## src/flpm_defs.svh

```systemverilog
// register offsets, field positions, reset values and timing constants
`ifndef FLPM_DEFS_SVH
`define FLPM_DEFS_SVH

// byte addresses of the registers
`define FLPM_OFS_RX_LEVEL 8'h7c
`define FLPM_OFS_TX_LEVEL 8'h80
`define FLPM_OFS_PWR_CTRL 8'h84
`define FLPM_OFS_BYTE_TEST 8'h60

// level register fields
`define FLPM_LVL_WORDS_LSB 16
`define FLPM_RST_WORDS 8'h00
`define FLPM_RST_RX_BYTES 16'h0000
`define FLPM_RST_TX_FREE 16'h1200

// power control fields
`define FLPM_POWER_STATE_SELECT_HI 13
`define FLPM_POWER_STATE_SELECT_LO 12
`define FLPM_BIT_TRANSCEIVER_RESET 10
`define FLPM_BIT_FRAME_EN 9
`define FLPM_BIT_ENERGY_DETECT_ENABLE 8
`define FLPM_BIT_BUF_KIND 6
`define FLPM_BIT_WS_FRAME 5
`define FLPM_BIT_WS_ED 4
`define FLPM_BIT_PULSE 3
`define FLPM_BIT_POL 2
`define FLPM_BIT_OUT_EN 1
`define FLPM_BIT_READY 0
`define FLPM_MODE_FULL 2'h0
`define FLPM_MODE_LOW 2'h1
`define FLPM_MODE_DEEP 2'h2

// timing
`define FLPM_CLK_MHZ 125
`define FLPM_TRANSCEIVER_RESET_US 100
`define FLPM_PULSE_MS 50
`define FLPM_READY_CYCLES 16

`endif

```

## src/flpm_pkg.sv

```systemverilog
// types shared by the fifo level and power control register slice
package flpm_pkg;

  // power sequencing states
  typedef enum logic [1:0] {
    FLPM_RUN,
    FLPM_ASLEEP,
    FLPM_WAKING
  } flpm_state_t;

endpackage

```

## src/flpm_csr.sv

```systemverilog
// fifo level and power management register slice of the ethernet controller
//
// Operation
// rx status fifo words used, bits 23-16
// rx data bytes used, rounded frame add
// tx status fifo words used, bits 23-16
// tx data bytes free, reset 1200h
// host never overfills the tx data fifo
// power control readable in any state
// writes ignored until first read
// decode power mode field, bits 13-12
// byte test write wakes the device
// host writes only byte test when unready
// self-timed transceiver reset, at least 100us
// transceiver reset bit write ignored while set
// wake frame event drives output and interrupt
// energy detect event drives output and interrupt
// buffer kind selects open-drain or push-pull
// soft reset reinitialises all but kept bits; the transceiver reset bit is also left as it is
// ready bit, other addresses invalid until set
// pulse mode gives 50ms pulse, else level
// output enable gates only external output
// reserved bits read zero, ignore writes
//
// Design decision made here: strobed register access.
`timescale 1ns/100ps

`include "flpm_defs.svh"

module flpm_csr
  import flpm_pkg::*;
#(
  parameter int TRANSCEIVER_RESET_CYCLES = `FLPM_TRANSCEIVER_RESET_US * `FLPM_CLK_MHZ,
  parameter int PULSE_CYCLES = `FLPM_PULSE_MS * 1000 * `FLPM_CLK_MHZ,
  parameter int READY_CYCLES = `FLPM_READY_CYCLES
) (
  input wire logic ref_clk_i, // system clock, 125 MHz
  input wire logic resetn_i, // asynchronous reset, active low
  input wire logic soft_reset_i, // soft reset pulse
  input wire logic [7:0] addr_i, // register byte address
  input wire logic [31:0] wdata_i, // write data
  input wire logic wr_i, // write strobe
  input wire logic rd_i, // read strobe
  output logic [31:0] rdata_o, // read data, cycle after read strobe
  input wire logic rx_status_push_i, // one status word enters rx status fifo
  input wire logic rx_status_pop_i, // one status word leaves rx status fifo
  input wire logic rx_frame_push_i, // received frame written to rx data fifo
  input wire logic [15:0] rx_frame_len_i, // its length in bytes
  input wire logic rx_data_pop_i, // one word read out of rx data fifo
  input wire logic tx_status_push_i, // one status word enters tx status fifo
  input wire logic tx_status_pop_i, // one status word leaves tx status fifo
  input wire logic tx_data_push_i, // host wrote one word into tx data fifo
  input wire logic tx_data_release_i, // transmitted bytes released
  input wire logic [15:0] tx_release_bytes_i, // count released
  input wire logic wake_frame_event_i, // wake frame detected pulse
  input wire logic energy_detect_event_i, // energy detected pulse
  output logic [1:0] power_state_select_o, // active power mode code
  output logic device_ready_o, // device ready
  output logic transceiver_reset_o, // transceiver reset, active high
  output logic wake_interrupt_o, // internal wake interrupt level
  output logic wake_event_o, // wake pin output value
  output logic wake_event_oe_n_o // wake pin output enable, active low
);

  localparam logic [23:0] PHY_LOAD = 24'(TRANSCEIVER_RESET_CYCLES - 1);
  localparam logic [23:0] PULSE_LOAD = 24'(PULSE_CYCLES);
  localparam logic [7:0] READY_LOAD = 8'(READY_CYCLES);

  // saturating update used by every level counter
  function automatic logic [15:0] flpm_step(input logic [15:0] val,
                                            input logic [15:0] add,
                                            input logic [15:0] sub);
    logic [16:0] sum;
    sum = {1'b0, val} + {1'b0, add};
    if (sum[16]) begin
      sum = 17'h0_ffff;
    end
    if (sub > sum[15:0]) begin
      flpm_step = 16'h0000;
    end else begin
      flpm_step = sum[15:0] - sub;
    end
  endfunction

  flpm_state_t state;
  flpm_state_t next_state;
  logic [1:0] pm_code;
  logic [7:0] ready_cnt;
  logic wr_armed;
  logic [7:0] rx_status_words_used;
  logic [15:0] rx_data_bytes_used;
  logic [7:0] tx_status_words_used;
  logic [15:0] tx_data_bytes_free;
  logic transceiver_reset;
  logic [23:0] phy_cnt;
  logic wake_frame_event_enable;
  logic energy_detect_enable;
  logic wake_output_buffer_kind;
  logic wake_output_polarity;
  logic wake_output_enable;
  logic wake_output_pulse_mode;
  logic [1:0] wake_status;
  logic [23:0] pulse_cnt;

  // address decode and write qualification
  wire ready = (state == FLPM_RUN);
  wire sel_rx = (addr_i == `FLPM_OFS_RX_LEVEL);
  wire sel_tx = (addr_i == `FLPM_OFS_TX_LEVEL);
  wire sel_pmc = (addr_i == `FLPM_OFS_PWR_CTRL);
  wire sel_test = (addr_i == `FLPM_OFS_BYTE_TEST);
  // writes need read
  // unready blocks writes
  wire wr_ok = wr_i && wr_armed && ready;
  wire pmc_wr = wr_ok && sel_pmc;
  // byte test wakes
  wire wake_wr = wr_i && sel_test && (state == FLPM_ASLEEP);
  wire [1:0] mode_req = wdata_i[`FLPM_POWER_STATE_SELECT_HI:`FLPM_POWER_STATE_SELECT_LO];
  // reserved code ignored
  wire sleep_req = pmc_wr &&
                   (mode_req == `FLPM_MODE_LOW || mode_req == `FLPM_MODE_DEEP);

  // level counter arithmetic
  // round up to word
  wire [13:0] rx_len_words = rx_frame_len_i[15:2] + 14'(|rx_frame_len_i[1:0]);
  wire [15:0] rx_add = rx_frame_push_i ? {rx_len_words, 2'b00} : 16'h0000;
  wire [15:0] rx_sub = rx_data_pop_i ? 16'h0004 : 16'h0000;
  wire [15:0] tx_add = tx_data_release_i ? tx_release_bytes_i : 16'h0000;
  // host stays within free space, count floors at zero
  wire [15:0] tx_sub = tx_data_push_i ? 16'h0004 : 16'h0000;
  wire [15:0] rxs_next = flpm_step({8'h00, rx_status_words_used},
                                   {15'h0000, rx_status_push_i},
                                   {15'h0000, rx_status_pop_i});
  wire [15:0] txs_next = flpm_step({8'h00, tx_status_words_used},
                                   {15'h0000, tx_status_push_i},
                                   {15'h0000, tx_status_pop_i});

  // wake event capture
  // frame event enable
  // energy event enable
  wire [1:0] ws_set = {wake_frame_event_i && wake_frame_event_enable,
                       energy_detect_event_i && energy_detect_enable};
  wire [1:0] ws_clr = pmc_wr ? wdata_i[`FLPM_BIT_WS_FRAME:`FLPM_BIT_WS_ED] : 2'b00;
  wire [1:0] next_wake_status = (wake_status & ~ws_clr) | ws_set;

  // pulse or level
  // enable gates pin only
  wire wake_active = wake_output_enable &&
                     (wake_output_pulse_mode ? (|pulse_cnt && |wake_status) : |wake_status);

  // open-drain drives low only
  wire next_pin = wake_output_buffer_kind ?
                  (wake_output_polarity ? wake_active : !wake_active) : 1'b0;
  wire next_pin_oe_n = wake_output_buffer_kind ? 1'b0 : !wake_active;

  // power sequencing next state
  always_comb begin
    next_state = state;
    case (state)
      FLPM_RUN: begin
        // enter reduced power
        if (sleep_req) begin
          next_state = FLPM_ASLEEP;
        end
      end
      FLPM_ASLEEP: begin
        if (wake_wr) begin
          next_state = FLPM_WAKING;
        end
      end
      FLPM_WAKING: begin
        if (ready_cnt == 8'h00) begin
          next_state = FLPM_RUN;
        end
      end
      default: begin
        next_state = FLPM_WAKING;
      end
    endcase
    if (soft_reset_i) begin
      next_state = FLPM_WAKING;
    end
  end

  // power state, mode code and wake-up settle counter
  always_ff @(posedge ref_clk_i or negedge resetn_i) begin
    if (!resetn_i) begin
      state <= FLPM_WAKING;
      pm_code <= `FLPM_MODE_FULL;
      ready_cnt <= READY_LOAD;
    end else begin
      state <= next_state;
      if (next_state == FLPM_ASLEEP && state == FLPM_RUN) begin
        pm_code <= mode_req;
      end else if (next_state != FLPM_ASLEEP) begin
        pm_code <= `FLPM_MODE_FULL;
      end
      if (next_state == FLPM_WAKING && state != FLPM_WAKING) begin
        ready_cnt <= READY_LOAD;
      end else if (ready_cnt != 8'h00) begin
        ready_cnt <= ready_cnt - 8'h01;
      end
    end
  end

  // write arming: cleared by reset and wake, set by any read
  always_ff @(posedge ref_clk_i or negedge resetn_i) begin
    if (!resetn_i) begin
      wr_armed <= 1'b0;
    end else begin
      // re-arm after wake
      if (soft_reset_i || wake_wr) begin
        wr_armed <= 1'b0;
      end else if (rd_i) begin
        wr_armed <= 1'b1;
      end
    end
  end

  // fifo level counters
  always_ff @(posedge ref_clk_i or negedge resetn_i) begin
    if (!resetn_i) begin
      rx_status_words_used <= `FLPM_RST_WORDS;
      rx_data_bytes_used <= `FLPM_RST_RX_BYTES;
      tx_status_words_used <= `FLPM_RST_WORDS;
      tx_data_bytes_free <= `FLPM_RST_TX_FREE;
    end else if (soft_reset_i) begin
      // soft reset levels
      rx_status_words_used <= `FLPM_RST_WORDS;
      rx_data_bytes_used <= `FLPM_RST_RX_BYTES;
      tx_status_words_used <= `FLPM_RST_WORDS;
      tx_data_bytes_free <= `FLPM_RST_TX_FREE;
    end else begin
      // rx status words
      rx_status_words_used <= rxs_next[7:0];
      // rx data bytes
      rx_data_bytes_used <= flpm_step(rx_data_bytes_used, rx_add, rx_sub);
      // tx status words
      tx_status_words_used <= txs_next[7:0];
      // tx free bytes
      tx_data_bytes_free <= flpm_step(tx_data_bytes_free, tx_add, tx_sub);
    end
  end

  // self-timed transceiver reset
  always_ff @(posedge ref_clk_i or negedge resetn_i) begin
    if (!resetn_i) begin
      transceiver_reset <= 1'b0;
      phy_cnt <= 24'h00_0000;
    end else if (transceiver_reset) begin
      // hold then release
      if (phy_cnt == 24'h00_0000) begin
        transceiver_reset <= 1'b0;
      end else begin
        phy_cnt <= phy_cnt - 24'h00_0001;
      end
    // ignored while set
    end else if (pmc_wr && wdata_i[`FLPM_BIT_TRANSCEIVER_RESET]) begin
      transceiver_reset <= 1'b1;
      phy_cnt <= PHY_LOAD;
    end
  end

  // writable control bits; buffer kind and polarity survive soft reset
  always_ff @(posedge ref_clk_i or negedge resetn_i) begin
    if (!resetn_i) begin
      wake_frame_event_enable <= 1'b0;
      energy_detect_enable <= 1'b0;
      wake_output_pulse_mode <= 1'b0;
      wake_output_enable <= 1'b0;
      wake_output_buffer_kind <= 1'b0;
      wake_output_polarity <= 1'b0;
    end else if (soft_reset_i) begin
      // kept bits untouched
      wake_frame_event_enable <= 1'b0;
      energy_detect_enable <= 1'b0;
      wake_output_pulse_mode <= 1'b0;
      wake_output_enable <= 1'b0;
    end else if (pmc_wr) begin
      // only defined bits stored
      wake_frame_event_enable <= wdata_i[`FLPM_BIT_FRAME_EN];
      energy_detect_enable <= wdata_i[`FLPM_BIT_ENERGY_DETECT_ENABLE];
      wake_output_pulse_mode <= wdata_i[`FLPM_BIT_PULSE];
      wake_output_enable <= wdata_i[`FLPM_BIT_OUT_EN];
      // buffer kind
      wake_output_buffer_kind <= wdata_i[`FLPM_BIT_BUF_KIND];
      wake_output_polarity <= wdata_i[`FLPM_BIT_POL];
    end
  end

  // wake status, set wins over write-one-to-clear
  always_ff @(posedge ref_clk_i or negedge resetn_i) begin
    if (!resetn_i) begin
      wake_status <= 2'b00;
    end else if (soft_reset_i) begin
      wake_status <= ws_set;
    end else begin
      wake_status <= next_wake_status;
    end
  end

  // pulse timer for the wake pin
  always_ff @(posedge ref_clk_i or negedge resetn_i) begin
    if (!resetn_i) begin
      pulse_cnt <= 24'h00_0000;
    end else if (|ws_set) begin
      // pulse restart
      pulse_cnt <= PULSE_LOAD;
    end else if (pulse_cnt != 24'h00_0000) begin
      pulse_cnt <= pulse_cnt - 24'h00_0001;
    end
  end

  // registered pin drive and status outputs
  always_ff @(posedge ref_clk_i or negedge resetn_i) begin
    if (!resetn_i) begin
      wake_event_o <= 1'b0;
      wake_event_oe_n_o <= 1'b1;
    end else begin
      wake_event_o <= next_pin;
      wake_event_oe_n_o <= next_pin_oe_n;
    end
  end

  assign power_state_select_o = pm_code;
  assign device_ready_o = ready;
  assign transceiver_reset_o = transceiver_reset;
  // interrupt independent of pin
  // interrupt independent of pin
  assign wake_interrupt_o = |wake_status;

  // read data words, reserved bits zero
  // reserved read zero
  wire [31:0] rx_word = {8'h00, rx_status_words_used, rx_data_bytes_used};
  wire [31:0] tx_word = {8'h00, tx_status_words_used, tx_data_bytes_free};
  wire [31:0] pmc_word = {18'h0_0000, pm_code, 1'b0, transceiver_reset,
                          wake_frame_event_enable, energy_detect_enable, 1'b0,
                          wake_output_buffer_kind, wake_status, wake_output_pulse_mode,
                          wake_output_polarity, wake_output_enable, ready};
  // power control always readable
  // others read zero until ready
  wire [31:0] rd_mux = sel_pmc ? pmc_word :
                       (ready && sel_rx) ? rx_word :
                       (ready && sel_tx) ? tx_word : 32'h0000_0000;

  // read data register, valid only in the cycle after the strobe
  always_ff @(posedge ref_clk_i or negedge resetn_i) begin
    if (!resetn_i) begin
      rdata_o <= 32'h0000_0000;
    end else begin
      rdata_o <= rd_i ? rd_mux : 32'h0000_0000;
    end
  end

endmodule // flpm_csr

```

## config.mk

```make
export PLATFORM = sky130hd
export DESIGN_NAME = flpm_csr
export DESIGN_NICKNAME = d
export VERILOG_FILES = /design/src/flpm_pkg.sv /design/src/flpm_csr.sv
export VERILOG_INCLUDE_DIRS = /design/src /design/src/src
export SDC_FILE = /design/constraint.sdc
export NUM_CORES = 1
export LEC_CHECK = 0
export BUFFER_PORTS_ARGS = -buffer_cell sky130_fd_sc_hd__buf_2
export CAP_MARGIN = 20
export CELL_PAD_IN_SITES_DETAIL_PLACEMENT = 0
export CELL_PAD_IN_SITES_GLOBAL_PLACEMENT = 1
export CORE_UTILIZATION = 50
export CTS_BUF_LIST = sky130_fd_sc_hd__clkbuf_8
export DETAILED_ROUTE_END_ITERATION = 10
export PLACE_DENSITY_LB_ADDON = 0.1
export SYNTH_ARGS = -nofsm -noshare
export SYNTH_HDL_FRONTEND = slang
export SYNTH_SLANG_ARGS = --single-unit
```

## constraint.sdc

```tcl
create_clock -name ref_clk_i -period 5.3 [get_ports ref_clk_i]
set_input_delay 0.795 -clock ref_clk_i [delete_from_list [all_inputs] [get_ports ref_clk_i]]
set_output_delay 0.795 -clock ref_clk_i [all_outputs]
set_load 0.01 [all_outputs]
```

# Word level (Yosys, flattened, before mapping)
# Index checks and enable logic that the tools add are counted.
# W data, S select, Z words.
# classes
multipliers	0
mux	55
n_addsub	12
reduce_logical	35
eq_ne	13
div_mod_pow	0
shift	0
order_cmp	4
bitwise_logic	4
# ops
cell	n
$mux W24	9
$mux W16	12
$mux W8	6
$sub A24 B1 Y24 const B	2
$add A16 B16 Y17	2
$gt A1 B16 Y1	2
$gt A3 B16 Y1	2
$sub A16 B3 Y16	2
$logic_not A24 Y1	1
$reduce_bool A24 Y1	1
$reduce_or A24 Y1	1
$add A8 B1 Y9	2
$mux W1	17
$eq A8 B7 Y1 const B	2
$eq A8 B8 Y1 const B	2
$mux W2	8
$sub A8 B1 Y8	2
$logic_and A1 B1 Y1	15
$add A14 B1 Y14	1
$reduce_bool A2 Y1	6
$logic_not A8 Y1	1
$reduce_bool A8 Y1	1
$sub A8 B1 Y8 const B	1
$eq A2 B1 Y1 const B	3
14 further kinds	22
# word_totals
mem_bits_ro	0
elab_cells	144
in_bits	87
latchBits	0
mem_bits_rw	0
out_inout_bits	39
reg_bits	144
n_memories	0

# Logic depth before layout (Yosys ltp)
# logic_depth
depth_word	10
depth_mapped	20
mapped_depth_nobuf	19

# Worst setup path after synthesis
# OpenSTA, ideal clock, no wires.
# synth_timing
path_type	input to register
from	in rx_frame_len_i[1]
to	reg rx_data_bytes_used[10]
path_slack_ps	455
arrival_time_ps	4708
t_required_ps	5163
stages	19
setup_ps	137
n_path_buf	3
path_cell_list	or2_2 ha_1 and3_1 clkbuf_1 nand3_1 xnor2_1 and2_1 ha_1 o21a_1 o2111ai_1 o21ba_1 o31ai_2 clkbuf_1 and2_1 ha_1 nand4_2 o41ai_4 buf_6 a21oi_2
# synth_via
elab_chain_len	9
elab_cells_between_ends	10
classes_between	add/sub (3); order compare (1); mux (5); reduce/logical (1)
# synth_lines
element	line_no	text
from (decl)	flpm_csr.sv:48	input wire logic [15:0] rx_frame_len_i,
$reduce_or A2 Y1 *	flpm_csr.sv:124	wire [13:0] rx_len_words = rx_frame_len_i[15:2] + 14'(|rx_frame_len_i[1:0]);
$add A14 B1 Y14 *	flpm_csr.sv:124	
$mux W16 *	flpm_csr.sv:125	wire [15:0] rx_add = rx_frame_push_i ? {rx_len_words, 2'b00} : 16'h0000;
$add A16 B16 Y17 *	flpm_csr.sv:74	sum = {1'b0, val} + {1'b0, add};
$mux W16 *	flpm_csr.sv:75	if (sum[16]) begin
$mux W16 *	flpm_csr.sv:226	end else if (soft_reset_i) begin
$sub A16 B3 Y16 / $gt A3 B16 Y1 (equally long branches)	flpm_csr.sv:81, flpm_csr.sv:78	
$mux W16 *	flpm_csr.sv:78	if (sub > sum[15:0]) begin
$mux W16 *	flpm_csr.sv:226	
to (signal assigned)	flpm_csr.sv:223	rx_data_bytes_used <= `FLPM_RST_RX_BYTES;
to (signal assigned)	flpm_csr.sv:229	rx_data_bytes_used <= `FLPM_RST_RX_BYTES;
to (signal assigned)	flpm_csr.sv:236	rx_data_bytes_used <= flpm_step(rx_data_bytes_used, rx_add, rx_sub);
to (decl)	flpm_csr.sv:91	logic [15:0] rx_data_bytes_used;
# Mark *: on every way between the ends. The rest lies on a longest branch, timed or not. The select of a mux whose other input is x is not followed.
# A chain may end at the register's enable or synchronous reset.

# Worst setup path in the final report
# layout_timing
from	in rx_frame_len_i[1]
to	reg rx_data_bytes_used[6]
# The elaborated chain is that of the path after synthesis.

==> impl_metrics.env <==
export IMPL_remaining_drc_errors=0
export IMPL_overflow_left_after_global_routing=0
export IMPL_grt_antenna_before_repair=1
export IMPL_grt_setup_unrepaired="false"
export IMPL_maxSlewViolCount=0
export IMPL_min_period_over_period_pct=86.4
export IMPL_timing_critical_path_arrival_ps=4910
export IMPL_cp_top_family="compound AO/OA/AOI/OAI gates"
export IMPL_r2r_end="tx_data_bytes_free[15]"
export IMPL_leak_pwr_nw=4.83
export IMPL_cp_num_buf_inv=2
export IMPL_post_cts_setup_buffers=0
export IMPL_rr_worst_depth=14
export IMPL_via_count=7917
export IMPL_number_of_standard_cell_rows_in_the_floorplan=49
export IMPL_timing_critical_path_fanout_max=9
export IMPL_htree_num_levels=4
export IMPL_worstReg2RegStart="tx_data_bytes_free[0]"
export IMPL_port_buffers=96
export IMPL_grt_pass1_wl_mm=38.3
export IMPL_tritoncts="done"
export IMPL_yosysWarningCount=0
export IMPL_dieHeight_um=140
export IMPL_critPathMaxStageDelay_ps=350
export IMPL_ys_flop_type="sky130_fd_sc_hd__dfrtp_1"
export IMPL_layout_core_utilization_pct=58.0
export IMPL_seq_power_share_pct=36.8
export IMPL_cts_hold_buffers_added=0
export IMPL_power_per_cell_area_nw_per_um2=393
export IMPL_top_level_ports=126
export IMPL_finalSetupViolCount=0
export IMPL_finalHoldViolCount=0
export IMPL_postSynthRegisterBits=143
export IMPL_fill_cells=1692
export IMPL_skew_ps=18.4
export IMPL_fp_dieArea_um2=19500
export IMPL_setup_reg_to_reg_worst_slack_ps=1300
export IMPL_crit_top_cell="sky130_fd_sc_hd__ha_1"
export IMPL_maxCapViolCount=0
export IMPL_synth_seq_area_share_pct=37.8
export IMPL_critical_path_required_ps=5630
export IMPL_starting_density_of_the_core_pct=51.8
export IMPL_final_layout_size_suffix_gt1_share_pct=16.9
export IMPL_clock_sink_count=143
export IMPL_ant_nets=0
export IMPL_relSlewSlack_pct=37.9
export IMPL_setup_tns_final_ps=0
export IMPL_global_route_usage_total_pct=24.8
export IMPL_max_freq_mhz=218
export IMPL_syn_to_final_growth_pct=11.8
export IMPL_post_synth_num_cell_types=86
export IMPL_comb_power_share_pct=40.6
export IMPL_run_status="finished clean"
export IMPL_critPathKind="input port to flop"
export IMPL_power_frac_clock_pct=22.6
export IMPL_critical_path_startpoint_type="input port"
export IMPL_viasPerCell=5.75
export IMPL_total_cts_buffers=17
export IMPL_swShare_pct=39.6
export IMPL_post_synth_instance_area_um2=9470
export IMPL_synth_enable_flop_cells=0
export IMPL_routed_wirelength_mm=23.6
export IMPL_worst_hold_path_type="input port to asynchronous set/reset pin"
export IMPL_cts_root_buffer_cell="sky130_fd_sc_hd__clkbuf_8"
export IMPL_floorplan_die_width_um=140
export IMPL_internal_power_mw=2.51
export IMPL_final_net_count=1275
export IMPL_wl_per_cell_um=17.1
export IMPL_cts_resized_gates=0
export IMPL_place_detailed_hpwl_mm=18.0
export IMPL_design_core_area_um2=18300
export IMPL_place_gp_congestion=0.850
export IMPL_clk_path_buf_depth=2
export IMPL_end_kind="flop"
export IMPL_postSynthAreaPerCell_um2=9.07
export IMPL_grt_pass1_vias=7402
export IMPL_critical_path_slowest_cell="sky130_fd_sc_hd__ha_1"
export IMPL_crit_path_cell_trace="buf_2 -> or2_2 -> ha_1 -> ha_1 -> nand2_1 -> o21ai_0 -> a21boi_0 -> ha_1 -> o21a_1 -> o2111ai_1 -> o21ba_1 -> o31ai_2 -> nor2b_1 -> ha_1 -> ha_1 -> nand4_2 -> o41ai_4 -> buf_4 -> a21oi_1"
export IMPL_clk_transition_reported_paths_ps=80
export IMPL_worstMarginPinSlew_ps=932
export IMPL_worstSkewPairLatency_ps=450
export IMPL_initialDrtViolationCount=526
export IMPL_switchingPower_mw=1.65
export IMPL_ir_drop_mv=0.177
export IMPL_post_route_min_period_ps=4580
export IMPL_drt_pre_antenna_iters=5
export IMPL_largest_net_degree_at_the_start_of_global_routing=101
export IMPL_synth_cells=1044
export IMPL_asyncSetResetFlopFracSynth_pct=100
[final cells by class]
cell class	instances	area (um^2)	area share, %
Multi-Input combinational cell	839	5620	53.1
Clock inverter	12	156	1.48
Inverter	28	105	0.992
Sequential cell	143	3580	33.8
Antenna cell	1	2.50	0.0236
Timing Repair Buffer	106	562	5.30
Tap cell	229	287	2.71
Clock buffer	20	275	2.60
[how the worst max path moves through the flow]
stage	from	end	slack [ps]	cells past startpoint
global placement	rx_frame_len_i[1]	rx_data_bytes_used[6]	370	18
finish	rx_frame_len_i[1]	rx_data_bytes_used[6]	720	19
detailed placement	rx_frame_len_i[1]	rx_data_bytes_used[6]	280	18
global route	rx_frame_len_i[1]	rx_data_bytes_used[6]	390	19
CTS	rx_frame_len_i[1]	rx_data_bytes_used[6]	760	18
floorplan	rx_frame_len_i[1]	rx_data_bytes_used[10]	450	19
[state kept, by name, indices dropped and copies added, names as in the netlist, 2 cells and up]
register / cells
phy_cnt: 24
pulse_cnt: 24
rdata_o: 24
tx_data_bytes_free: 16
rx_data_bytes_used: 15
ready_cnt: 8
rx_status_words_used: 8
tx_status_words_used: 8
power_state_select_o: 2
state: 2
wake_status: 2
[cells by family (layout without fill, tap and decap cells)]
group                    count (synthesis)  in the layout  share of synthesized area, %
AND/OR/NAND/NOR                        444            444                          24.7
AO/OA/AOI/OAI                          233            233                          17.6
flip-flops                             143            143                          37.8
XOR/XNOR                                90             90                          8.32
buffers and inverters                   69            166                          3.17
adder cells (fa/ha/maj)                 53             53                          7.16
multiplexers                            11             11                          1.20
other                                    1              9                        0.0396
[cells in the mapped netlist (all sizes together), types with 11 or more instances]
| cell | instances | share of area [%] |
|---|---|---|
| nor3 | 32 | 1.8 |
| and2 | 37 | 2.5 |
| nand3 | 37 | 2.0 |
| a22oi | 13 | 1.0 |
| and3 | 11 | 0.73 |
| xor2 | 35 | 3.2 |
| ha | 51 | 6.7 |
| or4 | 14 | 1.1 |
| a21oi | 65 | 3.7 |
| nand4 | 13 | 0.92 |
| nor4 | 16 | 1.1 |
| nor2 | 124 | 5.0 |
| dfrtp | 138 | 36 |
| nor2b | 20 | 1.4 |
| a21o | 18 | 1.4 |
| xnor2 | 55 | 5.1 |
| inv | 28 | 1.1 |
| or3 | 23 | 1.7 |
| buf | 13 | 0.95 |
| nand2 | 74 | 2.9 |
| clkbuf | 28 | 1.1 |
| o21ai | 44 | 2.4 |
[power groups by stage]
stage	clock network, mW	registers, mW	logic, mW
2_1_floorplan	0	1.41	1.36
3_3_place_gp	0	1.54	1.64
3_5_place_dp	0	1.54	1.66
4_1_cts	0.962	1.52	1.68
5_1_grt	1.02	1.55	1.89
6_report	0.940	1.53	1.69
[metal layers]
layer	routed length [um]	track usage, %
met5	0	0
met4	311	7.11
met3	884	4.09
met2	10500	37.3
met1	11900	36.6
[placed cells by master, fill, tap and decap left out, types with 15 or more instances in the layout]
cell and count:
sky130_fd_sc_hd__dfrtp_1 138, sky130_fd_sc_hd__nor2_1 119, sky130_fd_sc_hd__buf_2 95, sky130_fd_sc_hd__nand2_1 74, sky130_fd_sc_hd__a21oi_1 58, sky130_fd_sc_hd__xnor2_1 55
sky130_fd_sc_hd__ha_1 51, sky130_fd_sc_hd__o21ai_0 43, sky130_fd_sc_hd__nand3_1 37, sky130_fd_sc_hd__and2_1 36, sky130_fd_sc_hd__xor2_1 35, sky130_fd_sc_hd__nor3_1 29
sky130_fd_sc_hd__inv_1 28, sky130_fd_sc_hd__or3_1 20, sky130_fd_sc_hd__clkbuf_8 20, sky130_fd_sc_hd__nor2b_1 19, sky130_fd_sc_hd__a21o_1 17, sky130_fd_sc_hd__nor4_1 15
[metrics by stage]
stage	setup slack, ps	std cells	hold WS, ps	total power, mW	instance area, um^2
6_report	722	1378	441	4.16	10600
5_1_grt	394	1378	495	4.45	10600
4_1_cts	760	1377	478	4.16	10600
3_5_place_dp	279	1345	467	3.21	10200
3_3_place_gp	373	1345	460	3.19	10200
2_1_floorplan	455	1051	401	2.77	9500
(Power assumes the default switching activity.)
